--- src/bldc_pkg.sv ---
// Constants, register map and types of the brushless motor drive control
`default_nettype none
package bldc_pkg;
  // ==========================================================
  // Timing
  localparam int CLK_HZ      = 100_000_000;
  localparam int DEB_TIME_US = 2000;
  localparam int DEB_CYC     = DEB_TIME_US * (CLK_HZ / 1_000_000);
  localparam int MS_CYC      = CLK_HZ / 1000;
  localparam int PWM_HZ      = 16000;
  localparam int PWM_CYC     = CLK_HZ / PWM_HZ;
  localparam int WIN_MS      = 100;
  // ==========================================================
  // Register byte addresses
  localparam logic [5:0] A_MODE  = 6'h00;
  localparam logic [5:0] A_RANGE = 6'h04;
  localparam logic [5:0] A_DYN   = 6'h08;
  localparam logic [5:0] A_SCALE = 6'h0C;
  localparam logic [5:0] A_LCOMP = 6'h10;
  localparam logic [5:0] A_SRAMP = 6'h14;
  localparam logic [5:0] A_PRAMP = 6'h18;
  localparam logic [5:0] A_ILIM  = 6'h1C;
  localparam logic [5:0] A_TDLY  = 6'h20;
  localparam logic [5:0] A_IND   = 6'h24;
  localparam logic [5:0] A_TRIP  = 6'h28;
  localparam logic [5:0] A_SPEED = 6'h2C;
  localparam logic [5:0] A_CUR   = 6'h30;
  localparam logic [5:0] A_ACC   = 6'h34;
  localparam logic [5:0] A_STAT  = 6'h38;
  // ==========================================================
  // Reset values and legal ranges
  localparam logic       MODE_RST  = 1'b0;
  localparam logic [4:0] RANGE_RST = 5'h06;
  localparam logic [4:0] RANGE_MIN = 5'h01;
  localparam logic [4:0] RANGE_MAX = 5'h12;
  localparam logic [2:0] DYN_RST   = 3'h3;
  localparam logic [2:0] DYN_MIN   = 3'h1;
  localparam logic [2:0] DYN_MAX   = 3'h5;
  localparam logic       SCALE_RST = 1'b0;
  localparam logic [5:0] LC_RST    = 6'h00;
  localparam logic [5:0] LC_MAX    = 6'h32;
  localparam logic [3:0] RAMP_RST  = 4'h4;
  localparam logic [3:0] RAMP_MAX  = 4'h8;
  localparam logic [5:0] ILIM_RST  = 6'h0F;
  localparam logic [5:0] ILIM_MAX  = 6'h3C;
  localparam logic [7:0] TDLY_RST  = 8'h28;
  localparam logic [7:0] TDLY_MAX  = 8'hC8;
  localparam logic [1:0] IND_RST   = 2'h1;
  localparam logic [4:0] CUR_MAX   = 5'h1E;
  // Ramp times in ms per code
  localparam logic [10:0] RAMP_MS [0:8] = '{11'h000, 11'h064, 11'h0C8,
    11'h12C, 11'h190, 11'h1F4, 11'h2BC, 11'h3E8, 11'h5DC};
  // ==========================================================
  // Encodings
  localparam logic [1:0] TRIP_NONE = 2'h0;
  localparam logic [1:0] TRIP_FWD  = 2'h1;
  localparam logic [1:0] TRIP_REV  = 2'h2;
  localparam logic [1:0] IND_NONE  = 2'h0;
  localparam logic [1:0] IND_TRIP  = 2'h1;
  localparam logic [1:0] IND_LIM   = 2'h2;
  localparam logic [1:0] IND_STOP  = 2'h3;
  typedef enum logic [1:0] {ST_STRAP, ST_IDLE, ST_RUN, ST_TRIP} mstate_t;
endpackage
`default_nettype wire

--- src/cmd_filter.sv ---
// Two-stage synchroniser and stability filter for one command pin
`default_nettype none
`timescale 1ns/1ps
module cmd_filter #(
  parameter int CYC = 200000
) (
  input  wire logic SYS_CLK, // System clock
  input  wire logic RST,     // Synchronous reset
  input  wire logic pin,     // Raw pin level
  output logic      level    // Filtered level
);
  typedef struct packed {
    logic        s1;
    logic        s2;
    logic        out;
    logic [23:0] cnt;
  } flt_t;
  flt_t s, n;

  if (CYC < 2 || CYC > 24'hFFFFFF) begin : g_chk
    $error("cmd_filter: CYC out of range");
  end

  always_comb begin
    n    = s;
    n.s1 = pin;
    n.s2 = s.s1;
    // Short glitches restart the count and never reach the output
    if (s.s2 == s.out) begin
      n.cnt = 24'h000000;
    end else if (s.cnt == 24'(CYC - 1)) begin
      n.out = s.s2;
      n.cnt = 24'h000000;
    end else begin
      n.cnt = s.cnt + 24'h000001;
    end
  end

  always_ff @(posedge SYS_CLK) begin
    if (RST) begin
      s <= '0;
    end else begin
      s <= n;
    end
  end

  assign level = s.out;
endmodule // cmd_filter
`default_nettype wire

--- src/ramp_gen.sv ---
// Linear ramp of the drive level toward a target
`default_nettype none
`timescale 1ns/1ps
module ramp_gen (
  input  wire logic        SYS_CLK, // System clock
  input  wire logic        RST,     // Synchronous reset
  input  wire logic        clr,     // Drop level to zero at once
  input  wire logic [9:0]  target,  // Wanted level
  input  wire logic [23:0] up_cyc,  // Cycles per rising step, 0 = jump
  input  wire logic [23:0] dn_cyc,  // Cycles per falling step, 0 = jump
  output logic      [9:0]  level    // Present level
);
  typedef struct packed {
    logic [9:0]  lvl;
    logic [23:0] cnt;
  } ramp_t;
  ramp_t s, n;
  logic [23:0] per;

  always_comb begin
    n   = s;
    per = (s.lvl < target) ? up_cyc : dn_cyc;
    if (clr) begin
      n.lvl = 10'h000;
      n.cnt = 24'h000000;
    end else if (s.lvl == target) begin
      n.cnt = 24'h000000;
    end else if (per == 24'h000000) begin
      n.lvl = target;
    end else if (s.cnt >= per - 24'h000001) begin
      n.cnt = 24'h000000;
      n.lvl = (s.lvl < target) ? s.lvl + 10'h001 : s.lvl - 10'h001;
    end else begin
      n.cnt = s.cnt + 24'h000001;
    end
  end

  always_ff @(posedge SYS_CLK) begin
    if (RST) begin
      s <= '0;
    end else begin
      s <= n;
    end
  end

  assign level = s.lvl;
endmodule // ramp_gen
`default_nettype wire

--- src/bldc_ctrl.sv ---
// Control logic of a hall-sensor brushless DC motor drive
//
// Local design decisions: the address map and strobed register access.
`default_nettype none
`timescale 1ns/1ps
// Summary of operation
// - Mode 0 runs open loop, mode 1 closed loop; open loop after reset.
// - Open loop drive level follows the speed command proportionally.
// - Closed loop holds hall-measured speed at command, until current limit.
// - Speed range code 1..18 means full scale in thousands rpm; default 6.
// - Dynamic 1..5, default 3; larger means slower speed response.
// - Scale 0 maps command to 0-10 V span, 1 to 0-5 V.
// - Load compensation 0..50 adds low-speed torque, open loop only.
// - Start ramp code 0..8 selects 0 to 1.5 s, default 4.
// - Stop ramp uses the same nine codes, default 4.
// - Start and stop ramps act in both control modes.
// - Current limit 0..60 in 0.1 A, default 15, caps motor current.
// - Trip delay 0 only limits; 1..200 ms sets delay, default 40.
// - Current over limit for the whole delay shuts the drive down.
// - Indication selects none, trip, limit active or stopped; default trip.
// - Trip status reads 0 none, 1 forward trip, 2 reverse trip.
// - Current monitor reads 0..30 in 0.1 A steps.
// - Run command starts the motor forward.
// - Reverse command starts reverse, or turns a forward-running motor.
// - Disable lets the motor coast; release restarts through start ramp.
// - Command pins respond within about 2 ms; shorter pulses are filtered.
// - Run and reverse both held at power-up clear the access code.
module bldc_ctrl #(
  parameter int          DEB_CYC    = bldc_pkg::DEB_CYC,
  parameter int          MS_CYC     = bldc_pkg::MS_CYC,
  parameter int          PWM_CYC    = bldc_pkg::PWM_CYC,
  parameter int          WIN_MS     = bldc_pkg::WIN_MS,
  parameter int          POLE_PAIRS = 2,
  // Arbitrary value standing in for the stored access code
  parameter logic [15:0] ACC_INIT   = 16'h5A5A
) (
  input  wire logic        SYS_CLK,   // 100 MHz clock
  input  wire logic        RST,       // Synchronous reset, high
  input  wire logic [5:0]  ADDR,      // Register byte address
  input  wire logic [15:0] WDATA,     // Write data
  input  wire logic        WR,        // Write strobe
  input  wire logic        RD,        // Read strobe
  output logic      [15:0] RDATA,     // Read data, cycle after RD
  input  wire logic        RUN_IN,    // Run forward pin
  input  wire logic        REV_IN,    // Reverse pin
  input  wire logic        ENABLE_IN, // High = operate, low = coast
  input  wire logic [2:0]  HALL_IN,   // Hall sensor pins
  input  wire logic [9:0]  SPEED_ADC, // Speed input, full scale 10 V
  input  wire logic [7:0]  CUR_ADC,   // Motor current, 0.1 A units
  output logic      [2:0]  PHASE_HI,  // High-side gate drives
  output logic      [2:0]  PHASE_LO,  // Low-side gate drives
  output logic             IND_OUT,   // Indication output
  output logic             FAULT_LED  // Overcurrent or trip lamp
);
  // ==========================================================
  // State
  typedef struct packed {
    bldc_pkg::mstate_t st;
    logic        dir;
    logic [2:0]  h1, h2, h3;
    logic        mode, scale;
    logic [4:0]  rng;
    logic [2:0]  dyn;
    logic [5:0]  lc, ilim;
    logic [3:0]  sramp, pramp;
    logic [7:0]  tdly, ovr_ms;
    logic [1:0]  ind, trip;
    logic [15:0] acc, rdata;
    logic [9:0]  cmd, integ, edges, meas;
    logic [4:0]  cur_mon;
    logic [15:0] pwm_cnt;
    logic [23:0] ms_cnt, strap;
    logic [7:0]  win;
    logic [2:0]  hi, lo;
    logic        ind_o, led;
  } regs_t;
  regs_t s, n;

  if (POLE_PAIRS < 1 || POLE_PAIRS > 16 || WIN_MS < 10 || WIN_MS > 255
      || MS_CYC < 1024 || MS_CYC > 24'hFFFFFF || PWM_CYC < 2
      || PWM_CYC > 16'hFFFF || DEB_CYC > 24'h7FFFFF) begin : g_chk
    $error("bldc_ctrl: parameter out of range");
  end

  localparam logic [23:0] STEP_MUL  = 24'(MS_CYC / 1024);
  localparam logic [23:0] STRAP_CYC = 24'(2 * DEB_CYC + 2);
  localparam logic [15:0] FS_MUL    = 16'(WIN_MS * POLE_PAIRS / 10);

  // ==========================================================
  // Command pins
  logic [2:0] pins, flt;
  logic       run_f, rev_f, en_f;
  assign pins = {ENABLE_IN, REV_IN, RUN_IN};
  for (genvar i = 0; i < 3; i++) begin : g_flt
    cmd_filter #(.CYC(DEB_CYC)) u_flt (
      .SYS_CLK (SYS_CLK),
      .RST     (RST),
      .pin     (pins[i]),
      .level   (flt[i])
    );
  end
  assign run_f = flt[0];
  assign rev_f = flt[1];
  assign en_f  = flt[2];

  // ==========================================================
  // Ramp
  logic [9:0]  level, tgt;
  logic        ramp_clr;
  logic [23:0] up_cyc, dn_cyc;
  assign up_cyc = 24'(bldc_pkg::RAMP_MS[s.sramp] * STEP_MUL);
  assign dn_cyc = 24'(bldc_pkg::RAMP_MS[s.pramp] * STEP_MUL);

  ramp_gen u_ramp (
    .SYS_CLK (SYS_CLK),
    .RST     (RST),
    .clr     (ramp_clr),
    .target  (tgt),
    .up_cyc  (up_cyc),
    .dn_cyc  (dn_cyc),
    .level   (level)
  );

  // Six-step table; reverse swaps the high and low sides
  function automatic logic [5:0] commute(input logic [2:0] h,
                                         input logic d);
    logic [5:0] v;
    v = 6'h00;
    case (h)
      3'b001: v = {3'b001, 3'b010};
      3'b011: v = {3'b001, 3'b100};
      3'b010: v = {3'b010, 3'b100};
      3'b110: v = {3'b010, 3'b001};
      3'b100: v = {3'b100, 3'b001};
      3'b101: v = {3'b100, 3'b010};
      default: v = 6'h00;
    endcase
    return d ? {v[2:0], v[5:3]} : v;
  endfunction

  // ==========================================================
  // Next state
  logic        run_req, over, ms_tick, trip_hit, drive_on, stopped;
  logic [10:0] dbl;
  logic [17:0] boost;
  logic [10:0] ol_duty;
  logic [9:0]  duty;
  logic [15:0] fs;
  logic [25:0] tgt_edges;
  logic [25:0] thr;
  logic [5:0]  cmt;
  int          err, step, nxt;

  always_comb begin
    n = s;
    err = 0;
    step = 0;
    nxt = 0;
    n.h1 = HALL_IN;
    n.h2 = s.h1;
    n.h3 = s.h2;
    run_req = run_f | rev_f;
    // Register writes; out-of-range values are ignored, but mode, scale and indication take the low data bits
    if (WR) begin
      if (ADDR == bldc_pkg::A_MODE) begin
        n.mode = WDATA[0];
      end else if (ADDR == bldc_pkg::A_RANGE) begin
        if (WDATA >= 16'(bldc_pkg::RANGE_MIN)
            && WDATA <= 16'(bldc_pkg::RANGE_MAX)) n.rng = WDATA[4:0];
      end else if (ADDR == bldc_pkg::A_DYN) begin
        if (WDATA >= 16'(bldc_pkg::DYN_MIN)
            && WDATA <= 16'(bldc_pkg::DYN_MAX)) n.dyn = WDATA[2:0];
      end else if (ADDR == bldc_pkg::A_SCALE) begin
        n.scale = WDATA[0];
      end else if (ADDR == bldc_pkg::A_LCOMP) begin
        if (WDATA <= 16'(bldc_pkg::LC_MAX)) n.lc = WDATA[5:0];
      end else if (ADDR == bldc_pkg::A_SRAMP) begin
        if (WDATA <= 16'(bldc_pkg::RAMP_MAX)) n.sramp = WDATA[3:0];
      end else if (ADDR == bldc_pkg::A_PRAMP) begin
        if (WDATA <= 16'(bldc_pkg::RAMP_MAX)) n.pramp = WDATA[3:0];
      end else if (ADDR == bldc_pkg::A_ILIM) begin
        if (WDATA <= 16'(bldc_pkg::ILIM_MAX)) n.ilim = WDATA[5:0];
      end else if (ADDR == bldc_pkg::A_TDLY) begin
        if (WDATA <= 16'(bldc_pkg::TDLY_MAX)) n.tdly = WDATA[7:0];
      end else if (ADDR == bldc_pkg::A_IND) begin
        n.ind = WDATA[1:0];
      end else if (ADDR == bldc_pkg::A_ACC) begin
        n.acc = WDATA;
      end
    end
    // Reads; unmapped addresses return zero
    n.rdata = 16'h0000;
    if (RD) begin
      if (ADDR == bldc_pkg::A_MODE) n.rdata = {15'h0000, s.mode};
      else if (ADDR == bldc_pkg::A_RANGE) n.rdata = {11'h000, s.rng};
      else if (ADDR == bldc_pkg::A_DYN) n.rdata = {13'h0000, s.dyn};
      else if (ADDR == bldc_pkg::A_SCALE) n.rdata = {15'h0000, s.scale};
      else if (ADDR == bldc_pkg::A_LCOMP) n.rdata = {10'h000, s.lc};
      else if (ADDR == bldc_pkg::A_SRAMP) n.rdata = {12'h000, s.sramp};
      else if (ADDR == bldc_pkg::A_PRAMP) n.rdata = {12'h000, s.pramp};
      else if (ADDR == bldc_pkg::A_ILIM) n.rdata = {10'h000, s.ilim};
      else if (ADDR == bldc_pkg::A_TDLY) n.rdata = {8'h00, s.tdly};
      else if (ADDR == bldc_pkg::A_IND) n.rdata = {14'h0000, s.ind};
      else if (ADDR == bldc_pkg::A_TRIP) n.rdata = {14'h0000, s.trip};
      else if (ADDR == bldc_pkg::A_SPEED) n.rdata = {6'h00, s.cmd};
      else if (ADDR == bldc_pkg::A_CUR) n.rdata = {11'h000, s.cur_mon};
      else if (ADDR == bldc_pkg::A_ACC) n.rdata = s.acc;
      else if (ADDR == bldc_pkg::A_STAT)
        n.rdata = {2'h0, level[9:2], s.dir, run_req, en_f, 1'b0, 2'(s.st)};
    end
    // Speed command scaling; 0-5 V span saturates above half scale
    dbl = s.scale ? {SPEED_ADC, 1'b0} : {1'b0, SPEED_ADC};
    n.cmd = dbl[10] ? 10'h3FF : dbl[9:0];
    n.cur_mon = (CUR_ADC > 8'(bldc_pkg::CUR_MAX)) ? bldc_pkg::CUR_MAX
                                                   : CUR_ADC[4:0];
    over = CUR_ADC > {2'b00, s.ilim};
    // Millisecond time base and over-limit duration
    ms_tick = (s.ms_cnt == 24'(MS_CYC - 1));
    n.ms_cnt = ms_tick ? 24'h000000 : s.ms_cnt + 24'h000001;
    if (!over) begin
      n.ovr_ms = 8'h00;
    end else if (ms_tick && s.ovr_ms != 8'hFF) begin
      n.ovr_ms = s.ovr_ms + 8'h01;
    end
    trip_hit = (s.tdly != 8'h00) && over && (s.ovr_ms >= s.tdly);
    // Sequencing
    case (s.st)
      bldc_pkg::ST_STRAP: begin
        n.strap = s.strap + 24'h000001;
        if (s.strap == STRAP_CYC) begin
          if (run_f && rev_f) n.acc = 16'h0000;
          n.st = bldc_pkg::ST_IDLE;
        end
      end
      bldc_pkg::ST_IDLE: begin
        if (run_req && en_f) begin
          n.trip = bldc_pkg::TRIP_NONE;
          n.dir  = rev_f;
          n.st   = bldc_pkg::ST_RUN;
        end
      end
      bldc_pkg::ST_RUN: begin
        if (trip_hit) begin
          n.trip = s.dir ? bldc_pkg::TRIP_REV : bldc_pkg::TRIP_FWD;
          n.st   = bldc_pkg::ST_TRIP;
        end else if (!run_req && level == 10'h000) begin
          n.st = bldc_pkg::ST_IDLE;
        end else if (run_req && rev_f != s.dir && level == 10'h000) begin
          n.dir = rev_f;
        end
      end
      bldc_pkg::ST_TRIP: begin
        if (!run_req) n.st = bldc_pkg::ST_IDLE;
      end
      default: n.st = bldc_pkg::ST_IDLE;
    endcase
    // A direction change first ramps down to zero
    tgt = (s.st == bldc_pkg::ST_RUN && run_req && rev_f == s.dir)
          ? s.cmd : 10'h000;
    ramp_clr = !en_f || s.st != bldc_pkg::ST_RUN;
    // Closed loop: hall edges counted over a fixed window
    fs = 16'(s.rng) * FS_MUL;
    tgt_edges = (26'(level) * 26'(fs)) >> 10;
    if (ms_tick) n.win = (s.win == 8'(WIN_MS - 1)) ? 8'h00 : s.win + 8'h01;
    if (ms_tick && s.win == 8'(WIN_MS - 1)) begin
      n.meas  = s.edges;
      n.edges = 10'h000;
      err  = int'(tgt_edges[15:0]) - int'(s.edges);
      step = (err * 16) >>> s.dyn;
      nxt  = int'(s.integ) + step;
      n.integ = (nxt < 0) ? 10'h000 : (nxt > 1023) ? 10'h3FF : 10'(nxt);
    end else if (s.h2 != s.h3 && s.edges != 10'h3FF) begin
      n.edges = s.edges + 10'h001;
    end
    if (level == 10'h000) n.integ = 10'h000;
    // Open loop: level plus load boost that fades with speed
    boost = (18'(s.lc) * 18'(10'h3FF - level)) >> 6;
    ol_duty = (level == 10'h000) ? 11'h000
              : 11'(level) + 11'(boost[10:0]);
    duty = s.mode ? s.integ : (ol_duty[10] ? 10'h3FF : ol_duty[9:0]);
    // PWM and commutation
    n.pwm_cnt = (s.pwm_cnt == 16'(PWM_CYC - 1)) ? 16'h0000
                : s.pwm_cnt + 16'h0001;
    thr = (26'(duty) * 26'(PWM_CYC)) >> 10;
    cmt = commute(s.h2, s.dir);
    drive_on = s.st == bldc_pkg::ST_RUN && en_f && level != 10'h000;
    // Limiting: high side chopped off while current is above limit
    n.hi = (drive_on && !over && 26'(s.pwm_cnt) < thr)
           ? cmt[5:3] : 3'b000;
    n.lo = drive_on ? cmt[2:0] : 3'b000;
    stopped = !drive_on;
    case (s.ind)
      bldc_pkg::IND_NONE: n.ind_o = 1'b0;
      bldc_pkg::IND_TRIP: n.ind_o = s.st == bldc_pkg::ST_TRIP;
      bldc_pkg::IND_LIM:  n.ind_o = over;
      default:            n.ind_o = stopped;
    endcase
    n.led = over || s.st == bldc_pkg::ST_TRIP;
  end

  // ==========================================================
  // Registers
  always_ff @(posedge SYS_CLK) begin
    if (RST) begin
      s       <= '0;
      s.st    <= bldc_pkg::ST_STRAP;
      s.mode  <= bldc_pkg::MODE_RST;
      s.rng   <= bldc_pkg::RANGE_RST;
      s.dyn   <= bldc_pkg::DYN_RST;
      s.scale <= bldc_pkg::SCALE_RST;
      s.lc    <= bldc_pkg::LC_RST;
      s.sramp <= bldc_pkg::RAMP_RST;
      s.pramp <= bldc_pkg::RAMP_RST;
      s.ilim  <= bldc_pkg::ILIM_RST;
      s.tdly  <= bldc_pkg::TDLY_RST;
      s.ind   <= bldc_pkg::IND_RST;
      s.acc   <= ACC_INIT;
    end else begin
      s <= n;
    end
  end

  assign RDATA     = s.rdata;
  assign PHASE_HI  = s.hi;
  assign PHASE_LO  = s.lo;
  assign IND_OUT   = s.ind_o;
  assign FAULT_LED = s.led;
endmodule // bldc_ctrl
`default_nettype wire

--- config.mk ---
export PLATFORM = sky130hd
export DESIGN_NAME = bldc_ctrl
export DESIGN_NICKNAME = d
export VERILOG_FILES = /design/src/bldc_pkg.sv /design/src/cmd_filter.sv /design/src/ramp_gen.sv /design/src/bldc_ctrl.sv
export SDC_FILE = /design/constraint.sdc
export NUM_CORES = 1
export LEC_CHECK = 0
export ABC_AREA = 1
export BUFFER_PORTS_ARGS = -buffer_cell sky130_fd_sc_hd__buf_2
export CAP_MARGIN = 20
export CORE_MARGIN = 2
export CORE_UTILIZATION = 55
export CTS_CLUSTER_DIAMETER = 120
export DETAILED_ROUTE_END_ITERATION = 10
export PLACE_DENSITY_LB_ADDON = 0.08
export SYNTH_ARGS = -nofsm -noshare
export SYNTH_HDL_FRONTEND = slang
export SYNTH_SLANG_ARGS = --single-unit
--- constraint.sdc ---
create_clock -name SYS_CLK -period 10.1 [get_ports SYS_CLK]
set_clock_uncertainty 0.15 [all_clocks]
set_input_delay 1.01 -clock SYS_CLK [delete_from_list [all_inputs] [get_ports SYS_CLK]]
set_output_delay 1.01 -clock SYS_CLK [all_outputs]
set_load 0.05 [all_outputs]
== After elaboration in Yosys (flattened, before gate mapping) ==
Memories as Yosys holds them, arrays and structs flattened.
Cells that the tools add are included.

* Bits in read-only memories: 352
* Memories kept: 2
* Output and inout bits: 24
* Input port bits: 50
* Bits in registers: 324
* Word-level logic and storage cells: 299

* Multiplexer cells: 66
* Add/sub/neg operators: 17
* Reduce and logical (&&, ||, !) cells: 69
* Multiply operators: 6
* Equal/unequal tests: 50
* Magnitude comparators: 17
* Shift operators: 1
* Bitwise gates (word level): 20

{| class="wikitable"
|+ Memory list
! name !! words !! bits a word !! read ports !! clocked after memory_dff !! wr ports !! line !! source
|-
| (name not given) || 16 || 11 || 1 || 0 || 0 || bldc_ctrl.sv:112 || <nowiki>assign dn_cyc = 24'(bldc_pkg::RAMP_MS[s.pramp] * STEP_MUL);</nowiki>
|-
| (name not given) || 16 || 11 || 1 || 0 || 0 || bldc_ctrl.sv:111 || <nowiki>assign up_cyc = 24'(bldc_pkg::RAMP_MS[s.sramp] * STEP_MUL);</nowiki>
|}

{| class="wikitable"
|+ Operators by type and width
! kind !! count
|-
| $mux 16 || 16
|-
| $add 24x1->24 const B || 6
|-
| $mux 10 || 11
|-
| $eq 24x18->1 const B || 3
|-
| $mux 11 || 6
|-
| $eq 6x6->1 const B || 7
|-
| $mul 11x7->18 const B || 2
|-
| $pmux 6 s6 || 1
|-
| $add 11x32->32 || 1
|-
| $gt 32x11->1 const B || 1
|-
| $le 16x6->1 const B || 2
|-
| $lt 32x1->1 const B || 1
|-
| $mux 8 || 4
|-
| $sshr 15x3->32 || 1
|-
| $mux 6 || 5
|-
| $eq 24x17->1 const B || 1
|-
| $eq 24x19->1 const B || 1
|-
| $eq 6x5->1 const B || 4
|-
| $ge 24x24->1 || 1
|-
| $logic_not 24->1 || 1
|-
| $mux 24 || 1
|-
| $sub 24x1->24 const B || 1
|-
| $mul 10x12->22 const B || 1
|-
| $reduce_and 11->1 || 2
|-
| other kinds (74) || 166
|}

== Longest topological paths before layout ==
* Depth after elaboration: 16
* Mapped depth: 66
* Gate-level depth less buffers: 65

== Cells and area by module ==
A second synthesis with hierarchy kept.

* Cells, all modules: 4019
* Area, all modules: 28423.5 µm²

{| class="wikitable"
|+ Modules (own cells, without submodules)
! module !! area each (µm²) !! instances !! seq. area each (µm²) !! cells each
|-
| bldc_ctrl || 20160.6 || 1 || 4184.0 || 2752
|-
| cmd_filter || 1378.8 || 3 || 540.5 || 203
|-
| ramp_gen || 4126.5 || 1 || 680.7 || 658
|}

== Worst setup path after synthesis ==
Ideal clock, no wire load.

* Path type: register -> register
* Start: register u_ramp.s (netlist bit u_ramp.level[3])
* End: register s (netlist bit PHASE_HI[0])
* Data required time: 9.886 ns
* Arrival: 10.230 ns
* Stages on the path, launching flop included: 60
* Period minus slack after synthesis: 10.445 ns
* Path buffers: 1
* Slack: -0.345 ns
* Setup time: 0.064 ns
* Cells stage by stage: dfxtp_1 > clkbuf_1 > nor2_1 > fa_1 > inv_1 > fa_1 > inv_1 > fa_1 > inv_1 > fa_1 > inv_1 > ha_1 > nand2_1 > a21oi_1 > nor2_1 > nand2_1 > a21oi_1 > nor2_1 > (+24 left out) > ha_1 > fa_1 > ha_1 > a21oi_1 > nor2_1 > a211oi_1 > o21ai_0 > nand4_1 > nand2_1 > nand2_1 > nand2_1 > xor2_1 > ha_1 > nand2_1 > o21ai_0 > a211oi_1 > nand2_1 > nor2_1

* Word-level cells in the longest chain between the ends: 11
* Elaborated cells between the ends (all ways): 15
* Classes of those cells: add/sub (2); mul (2); order compare (1); mux (3); bitwise (1); reduce/logical (6)

{| class="wikitable"
|+ Ends and longest elaborated chain
! element !! line !! source
|-
| from (decl) || ramp_gen.sv:17 || <nowiki>ramp_t s, n;</nowiki>
|-
| from (signal assigned) || ramp_gen.sv:42 || <nowiki>s <= n;</nowiki>
|-
| $sub 10x10->11 || bldc_ctrl.sv:277 || <nowiki>boost = (18'(s.lc) * 18'(10'h3FF - level)) >> 6;</nowiki>
|-
| $mul 7x11->17 || bldc_ctrl.sv:277 ||
|-
| $add 10x11->11 || bldc_ctrl.sv:279 || <nowiki>: 11'(level) + 11'(boost[10:0]);</nowiki>
|-
| $mux 11 || bldc_ctrl.sv:278 || <nowiki>ol_duty = (level == 10'h000) ? 11'h000</nowiki>
|-
| $mux 10 (2 in a row) || bldc_ctrl.sv:280 || <nowiki>duty = s.mode ? s.integ : (ol_duty[10] ? 10'h3FF : ol_duty[9:0]);</nowiki>
|-
| $mul 10x12->22 || bldc_ctrl.sv:284 || <nowiki>thr = (26'(duty) * 26'(PWM_CYC)) >> 10;</nowiki>
|-
| $lt 16x13->1 || bldc_ctrl.sv:288 || <nowiki>n.hi = (drive_on && !over && 26'(s.pwm_cnt) < thr)</nowiki>
|-
| $logic_and 1x1->1 (*) || bldc_ctrl.sv:288 ||
|-
| $not 1->1 (no line) (*) || n/a ||
|-
| $reduce_or 2->1 (no line) (*) || n/a ||
|-
| to (signal assigned) || bldc_ctrl.sv:319 || <nowiki>s <= n;</nowiki>
|-
| to (decl) || bldc_ctrl.sv:77 || <nowiki>regs_t s, n;</nowiki>
|}

Mark *: on every way between the ends. The rest lies on a longest branch, timed or not.
A chain may end at the register's enable or synchronous reset.

== Worst setup path after layout ==
* Start: register s[194] (netlist bit)
* End: register s (netlist bit PHASE_HI[2])

* Word-level cells in the longest chain between the ends: 10

{| class="wikitable"
|+ Ends and longest elaborated chain
! element !! line
|-
| $mul 7x11->17 || bldc_ctrl.sv:277
|-
| $add 10x11->11 || bldc_ctrl.sv:279
|-
| $mux 11 || bldc_ctrl.sv:278
|-
| $mux 10 (2 in a row) || bldc_ctrl.sv:280
|-
| $mul 10x12->22 || bldc_ctrl.sv:284
|-
| $lt 16x13->1 || bldc_ctrl.sv:288
|-
| $logic_and 1x1->1 || bldc_ctrl.sv:288
|-
| $not 1->1 (no line) || n/a
|-
| $reduce_or 2->1 (no line) || n/a
|}

No other way between the ends.

==> impl_metrics.prom <==
# TYPE chip_impl_metric gauge
chip_impl_info{name="tritoncts",value="done"} 1
chip_impl_metric{name="minimum_clock_period",unit="ns"} 10.17
chip_impl_metric{name="min_period_over_period",unit=""} 1.01
chip_impl_metric{name="ys.warnings.count",unit=""} 0
chip_impl_metric{name="synth.area.mux_share",unit=""} 0.00112
chip_impl_metric{name="grt_pass1_vias",unit=""} 24323
chip_impl_metric{name="ant_nets",unit=""} 0
chip_impl_metric{name="yosys_register_bits",unit=""} 324
chip_impl_metric{name="area_added_between_synthesis_and_finish",unit="%"} 16.1
chip_impl_metric{name="grt_use_total",unit=""} 0.287
chip_impl_metric{name="num_io_pins",unit=""} 74
chip_impl_metric{name="max_slew_margin",unit=""} 0.277
chip_impl_metric{name="setup_total_neg_slack",unit="ns"} -0.189
chip_impl_metric{name="grt_pass1_wl",unit="µm"} 119000
chip_impl_metric{name="yosysTopAreaCellShare",unit=""} 0.243
chip_impl_metric{name="share_comb_of_total_power",unit=""} 0.112
chip_impl_metric{name="maxCapViolCount",unit=""} 0
chip_impl_metric{name="post-place-cells",unit=""} 4504
chip_impl_metric{name="synth-adder-area-share",unit=""} 0.236
chip_impl_metric{name="gp_congestion",unit=""} 0.968
chip_impl_info{name="crit_slowest_cell",value="fa_2"} 1
chip_impl_metric{name="max_clock_freq",unit="MHz"} 98.3
chip_impl_metric{name="ff_latch_area",unit="mm²"} 0.00650
chip_impl_info{name="yosys.area.top_type",value="dfxtp_1"} 1
chip_impl_metric{name="detailroute.via_count",unit=""} 25341
chip_impl_metric{name="power.switching_fraction",unit=""} 0.263
chip_impl_metric{name="numCtsBuffers",unit=""} 38
chip_impl_metric{name="synth_fp_nets",unit=""} 4249
chip_impl_info{name="synth_commonest_cells",value="nand2_1, inv_1, nor2_1"} 1
chip_impl_metric{name="grt_antenna_before_repair",unit=""} 0
chip_impl_metric{name="simple_gate_share_of_the_synthesized_area",unit=""} 0.244
chip_impl_info{name="hp-class",value="flop to flop"} 1
chip_impl_info{name="crit_path_end_kind",value="flop"} 1
chip_impl_metric{name="share_clk_of_total_power",unit=""} 0.466
chip_impl_metric{name="critPathArrivalTime",unit="ns"} 10.54
chip_impl_metric{name="fillCellCount",unit=""} 4278
chip_impl_metric{name="setup_violations",unit=""} 3
chip_impl_metric{name="antenna_cells_inserted",unit=""} 0
chip_impl_metric{name="routed_wirelength",unit="µm"} 73100
chip_impl_metric{name="crit_required",unit="ns"} 10.46
chip_impl_metric{name="clock_latency_on_the_worst_skew_pair",unit="ns"} 0.58
chip_impl_info{name="clockRootBuffer",value="clkbuf_16"} 1
chip_impl_info{name="run_status",value="complete, but fails checks"} 1
chip_impl_metric{name="synth-compound-area-share",unit=""} 0.131
chip_impl_metric{name="worst_path_largest_cell_delay",unit="ns"} 0.57
chip_impl_metric{name="synth_xor_xnor_area_share",unit=""} 0.0380
chip_impl_metric{name="power.leakage",unit="nW"} 14.7
chip_impl_metric{name="post_drt_via_cell_ratio",unit=""} 5.50
chip_impl_metric{name="synth_area_per_cell",unit="µm²"} 7.12
chip_impl_info{name="worst_setup_path_type",value="flop to flop"} 1
chip_impl_metric{name="multi_input_area",unit="mm²"} 0.0182
chip_impl_metric{name="timing_max_transition_violations_final",unit=""} 0
chip_impl_metric{name="pwr_density_cell",unit="mW/mm²"} 102
chip_impl_metric{name="final_core_utilization",unit=""} 0.649
chip_impl_metric{name="grt_start_max_net_pins",unit=""} 66
chip_impl_metric{name="initial_core_util",unit=""} 0.559
chip_impl_metric{name="detail_route.drc_violations",unit=""} 0
chip_impl_metric{name="dp_hpwl",unit="µm"} 57300
chip_impl_metric{name="synth-edff-count",unit=""} 0
chip_impl_metric{name="synthCells",unit=""} 3755
chip_impl_metric{name="netlist-cell-type-count",unit=""} 65
chip_impl_metric{name="design.die.area",unit="mm²"} 0.0504
chip_impl_metric{name="rows",unit=""} 80
chip_impl_metric{name="ys_async_sr_fraction",unit=""} 0
chip_impl_info{name="grt_setup_unrepaired",value="true"} 1
chip_impl_metric{name="critical_path_peak_fanout",unit=""} 4
chip_impl_info{name="cp_common_cell",value="inv_2"} 1
chip_impl_info{name="synth_flop_type",value="dfxtp_1"} 1
chip_impl_metric{name="drive_above_1_share",unit=""} 0.141
chip_impl_metric{name="final.setup.worst_slack",unit="ns"} -0.0721
chip_impl_metric{name="clock_transition_at_the_registers_of_the_reported_paths",unit="ns"} 0.06
chip_impl_metric{name="wl_per_cell",unit="µm"} 15.9
chip_impl_metric{name="drt_first_pass_iters",unit=""} 6
chip_impl_metric{name="syn_area",unit="mm²"} 0.0267
chip_impl_info{name="synthMostInstantiatedCell",value="nand2_1"} 1
chip_impl_metric{name="cell_internal_power",unit="mW"} 2.33
chip_impl_metric{name="power.net_switching",unit="mW"} 0.833
chip_impl_metric{name="cts.path.max_buffers",unit=""} 3
chip_impl_metric{name="design.core.area",unit="mm²"} 0.0478
chip_impl_metric{name="worst_hold_slack",unit="ns"} 0.249
chip_impl_metric{name="slew_worst_pin",unit="ns"} 1.08
chip_impl_metric{name="finish.cell_count_without_fillers",unit=""} 4608
chip_impl_metric{name="detailed_router_s_first_iteration_violation_count",unit=""} 1661
chip_impl_metric{name="worst_ir_drop_vdd",unit="V"} 0.000166
chip_impl_metric{name="die_w",unit="µm"} 224
chip_impl_metric{name="globalRoute.totalOverflow",unit=""} 0
chip_impl_info{name="synth_top_family_by_area",value="simple AND/OR/NAND/NOR gates"} 1
chip_impl_metric{name="layout.nets",unit=""} 4459
chip_impl_metric{name="ys_seq_area_frac",unit=""} 0.243
chip_impl_info{name="synth.top_cells.by_area",value="dfxtp_1, ha_1, nand2_1"} 1
chip_impl_metric{name="clock_tree.htree_level_count",unit=""} 2
chip_impl_metric{name="finalHoldViolations",unit=""} 0
chip_impl_metric{name="clkSinkCount",unit=""} 324
chip_impl_metric{name="place.port_buffers",unit=""} 73
chip_impl_metric{name="power_frac_seq",unit=""} 0.422
chip_impl_metric{name="height_of_the_die",unit="µm"} 224
chip_impl_info{name="cp-start-kind",value="flop"} 1
chip_impl_info{name="violations_in_the_final_reports",value="setup timing"} 1
-- worst paths after layout --
path | depth (start not counted) | endpoint | slack, ns | start
hold / removal | 2 | g_flt[1].u_flt.s[25]$_SDFF_PP0_ | 0.25 | g_flt[1].u_flt.n[25]$_SDFF_PP0_
setup reg to reg | 60 | PHASE_HI[2]$_SDFF_PP0_ | -0.07 | s[194]$_SDFFE_PP0P_
setup / recovery | 60 | PHASE_HI[2]$_SDFF_PP0_ | -0.07 | s[194]$_SDFFE_PP0P_
hold reg to reg | 2 | g_flt[1].u_flt.s[25]$_SDFF_PP0_ | 0.25 | g_flt[1].u_flt.n[25]$_SDFF_PP0_
-- cell usage in the layout (no fill, tap or decap), types with 96 or more instances in the layout --
| cell type | count |
|---|---|
| nand2_1 | 637 |
| inv_1 | 601 |
| nor2_1 | 425 |
| ha_1 | 317 |
| dfxtp_1 | 315 |
| a21oi_1 | 255 |
| buf_4 | 182 |
| o21ai_0 | 164 |
| nand3_1 | 131 |
| fa_1 | 96 |
-- layer usage --
| metal | part of all wire | wire length (µm) | GRT usage |
|---|---|---|---|
| met3 | 0.061 | 4430 | 0.0393 |
| met4 | 0.022 | 1640 | 0.0673 |
| met1 | 0.45 | 32600 | 0.379 |
| met5 | 0 | 0 | 0 |
| met2 | 0.47 | 34400 | 0.497 |
-- kinds of logic after synthesis --
logic type,Yosys count
AO/OA/AOI/OAI,624
XOR/XNOR,116
adder cells (fa/ha/maj),444
buffers and inverters,725
flip-flops,324
multiplexers,3
AND/OR/NAND/NOR,1519
-- through the flow --
step	setup WS [ns]	instance area, µm²	total power [mW]
6_report	-0.0721	31000	3.16
3_5_place_dp	-0.593	28600	1.68
3_3_place_gp	-0.366	28600	1.67
4_1_cts	0.00159	30500	3.16
2_1_floorplan	0.0493	26800	1.57
5_1_grt	-0.591	31000	3.28
-- critical path, delay by kind of cell (launching register included) --
kind | cells | cell delay [ns]
compound gates | 14 | 1.86
xor+xnor | 2 | 0.31
fa+ha+maj | 12 | 4.94
buf+inv | 12 | 0.93
flops | 1 | 0.33
simple gates | 20 | 1.62
-- flip-flops by register name, summed over array words and instances, names as in the netlist --
name	flops
IND_OUT	1
FAULT_LED	1
n	6
g_flt.u_flt.n	3
s	179
RDATA	16
PHASE_LO	3
u_ramp.s	24
g_flt.u_flt.level	3
g_flt.u_flt.s	75
u_ramp.level	10
PHASE_HI	3
-- layout make-up --
| type | count | area share |
|---|---|---|
| multi-input combinational | 2707 | 0.588 |
| clock buffer | 53 | 0.0363 |
| inverter | 635 | 0.0772 |
| sequential | 324 | 0.209 |
| clock inverter | 15 | 0.00746 |
| timing repair buffer | 259 | 0.0572 |
| tap | 615 | 0.0248 |
-- power groups by stage --
stage | registers, mW | logic, mW | clock network (mW)
floorplan | 1.35 | 0.222 | 0
global placement | 1.36 | 0.306 | 0
detailed placement | 1.36 | 0.316 | 0
CTS | 1.33 | 0.328 | 1.50
global route | 1.34 | 0.400 | 1.55
finish | 1.33 | 0.355 | 1.47
-- timing repair --
action | CTS | global route
gates resized for setup | 92 | 126
gates cloned | 1 | 0
setup endpoints to repair | 13 | 13
pin swaps | 69 | 117
setup buffers | 19 | 17
hold buffers | 0 | 0
Note: power is estimated with default switching activity, not from simulation.
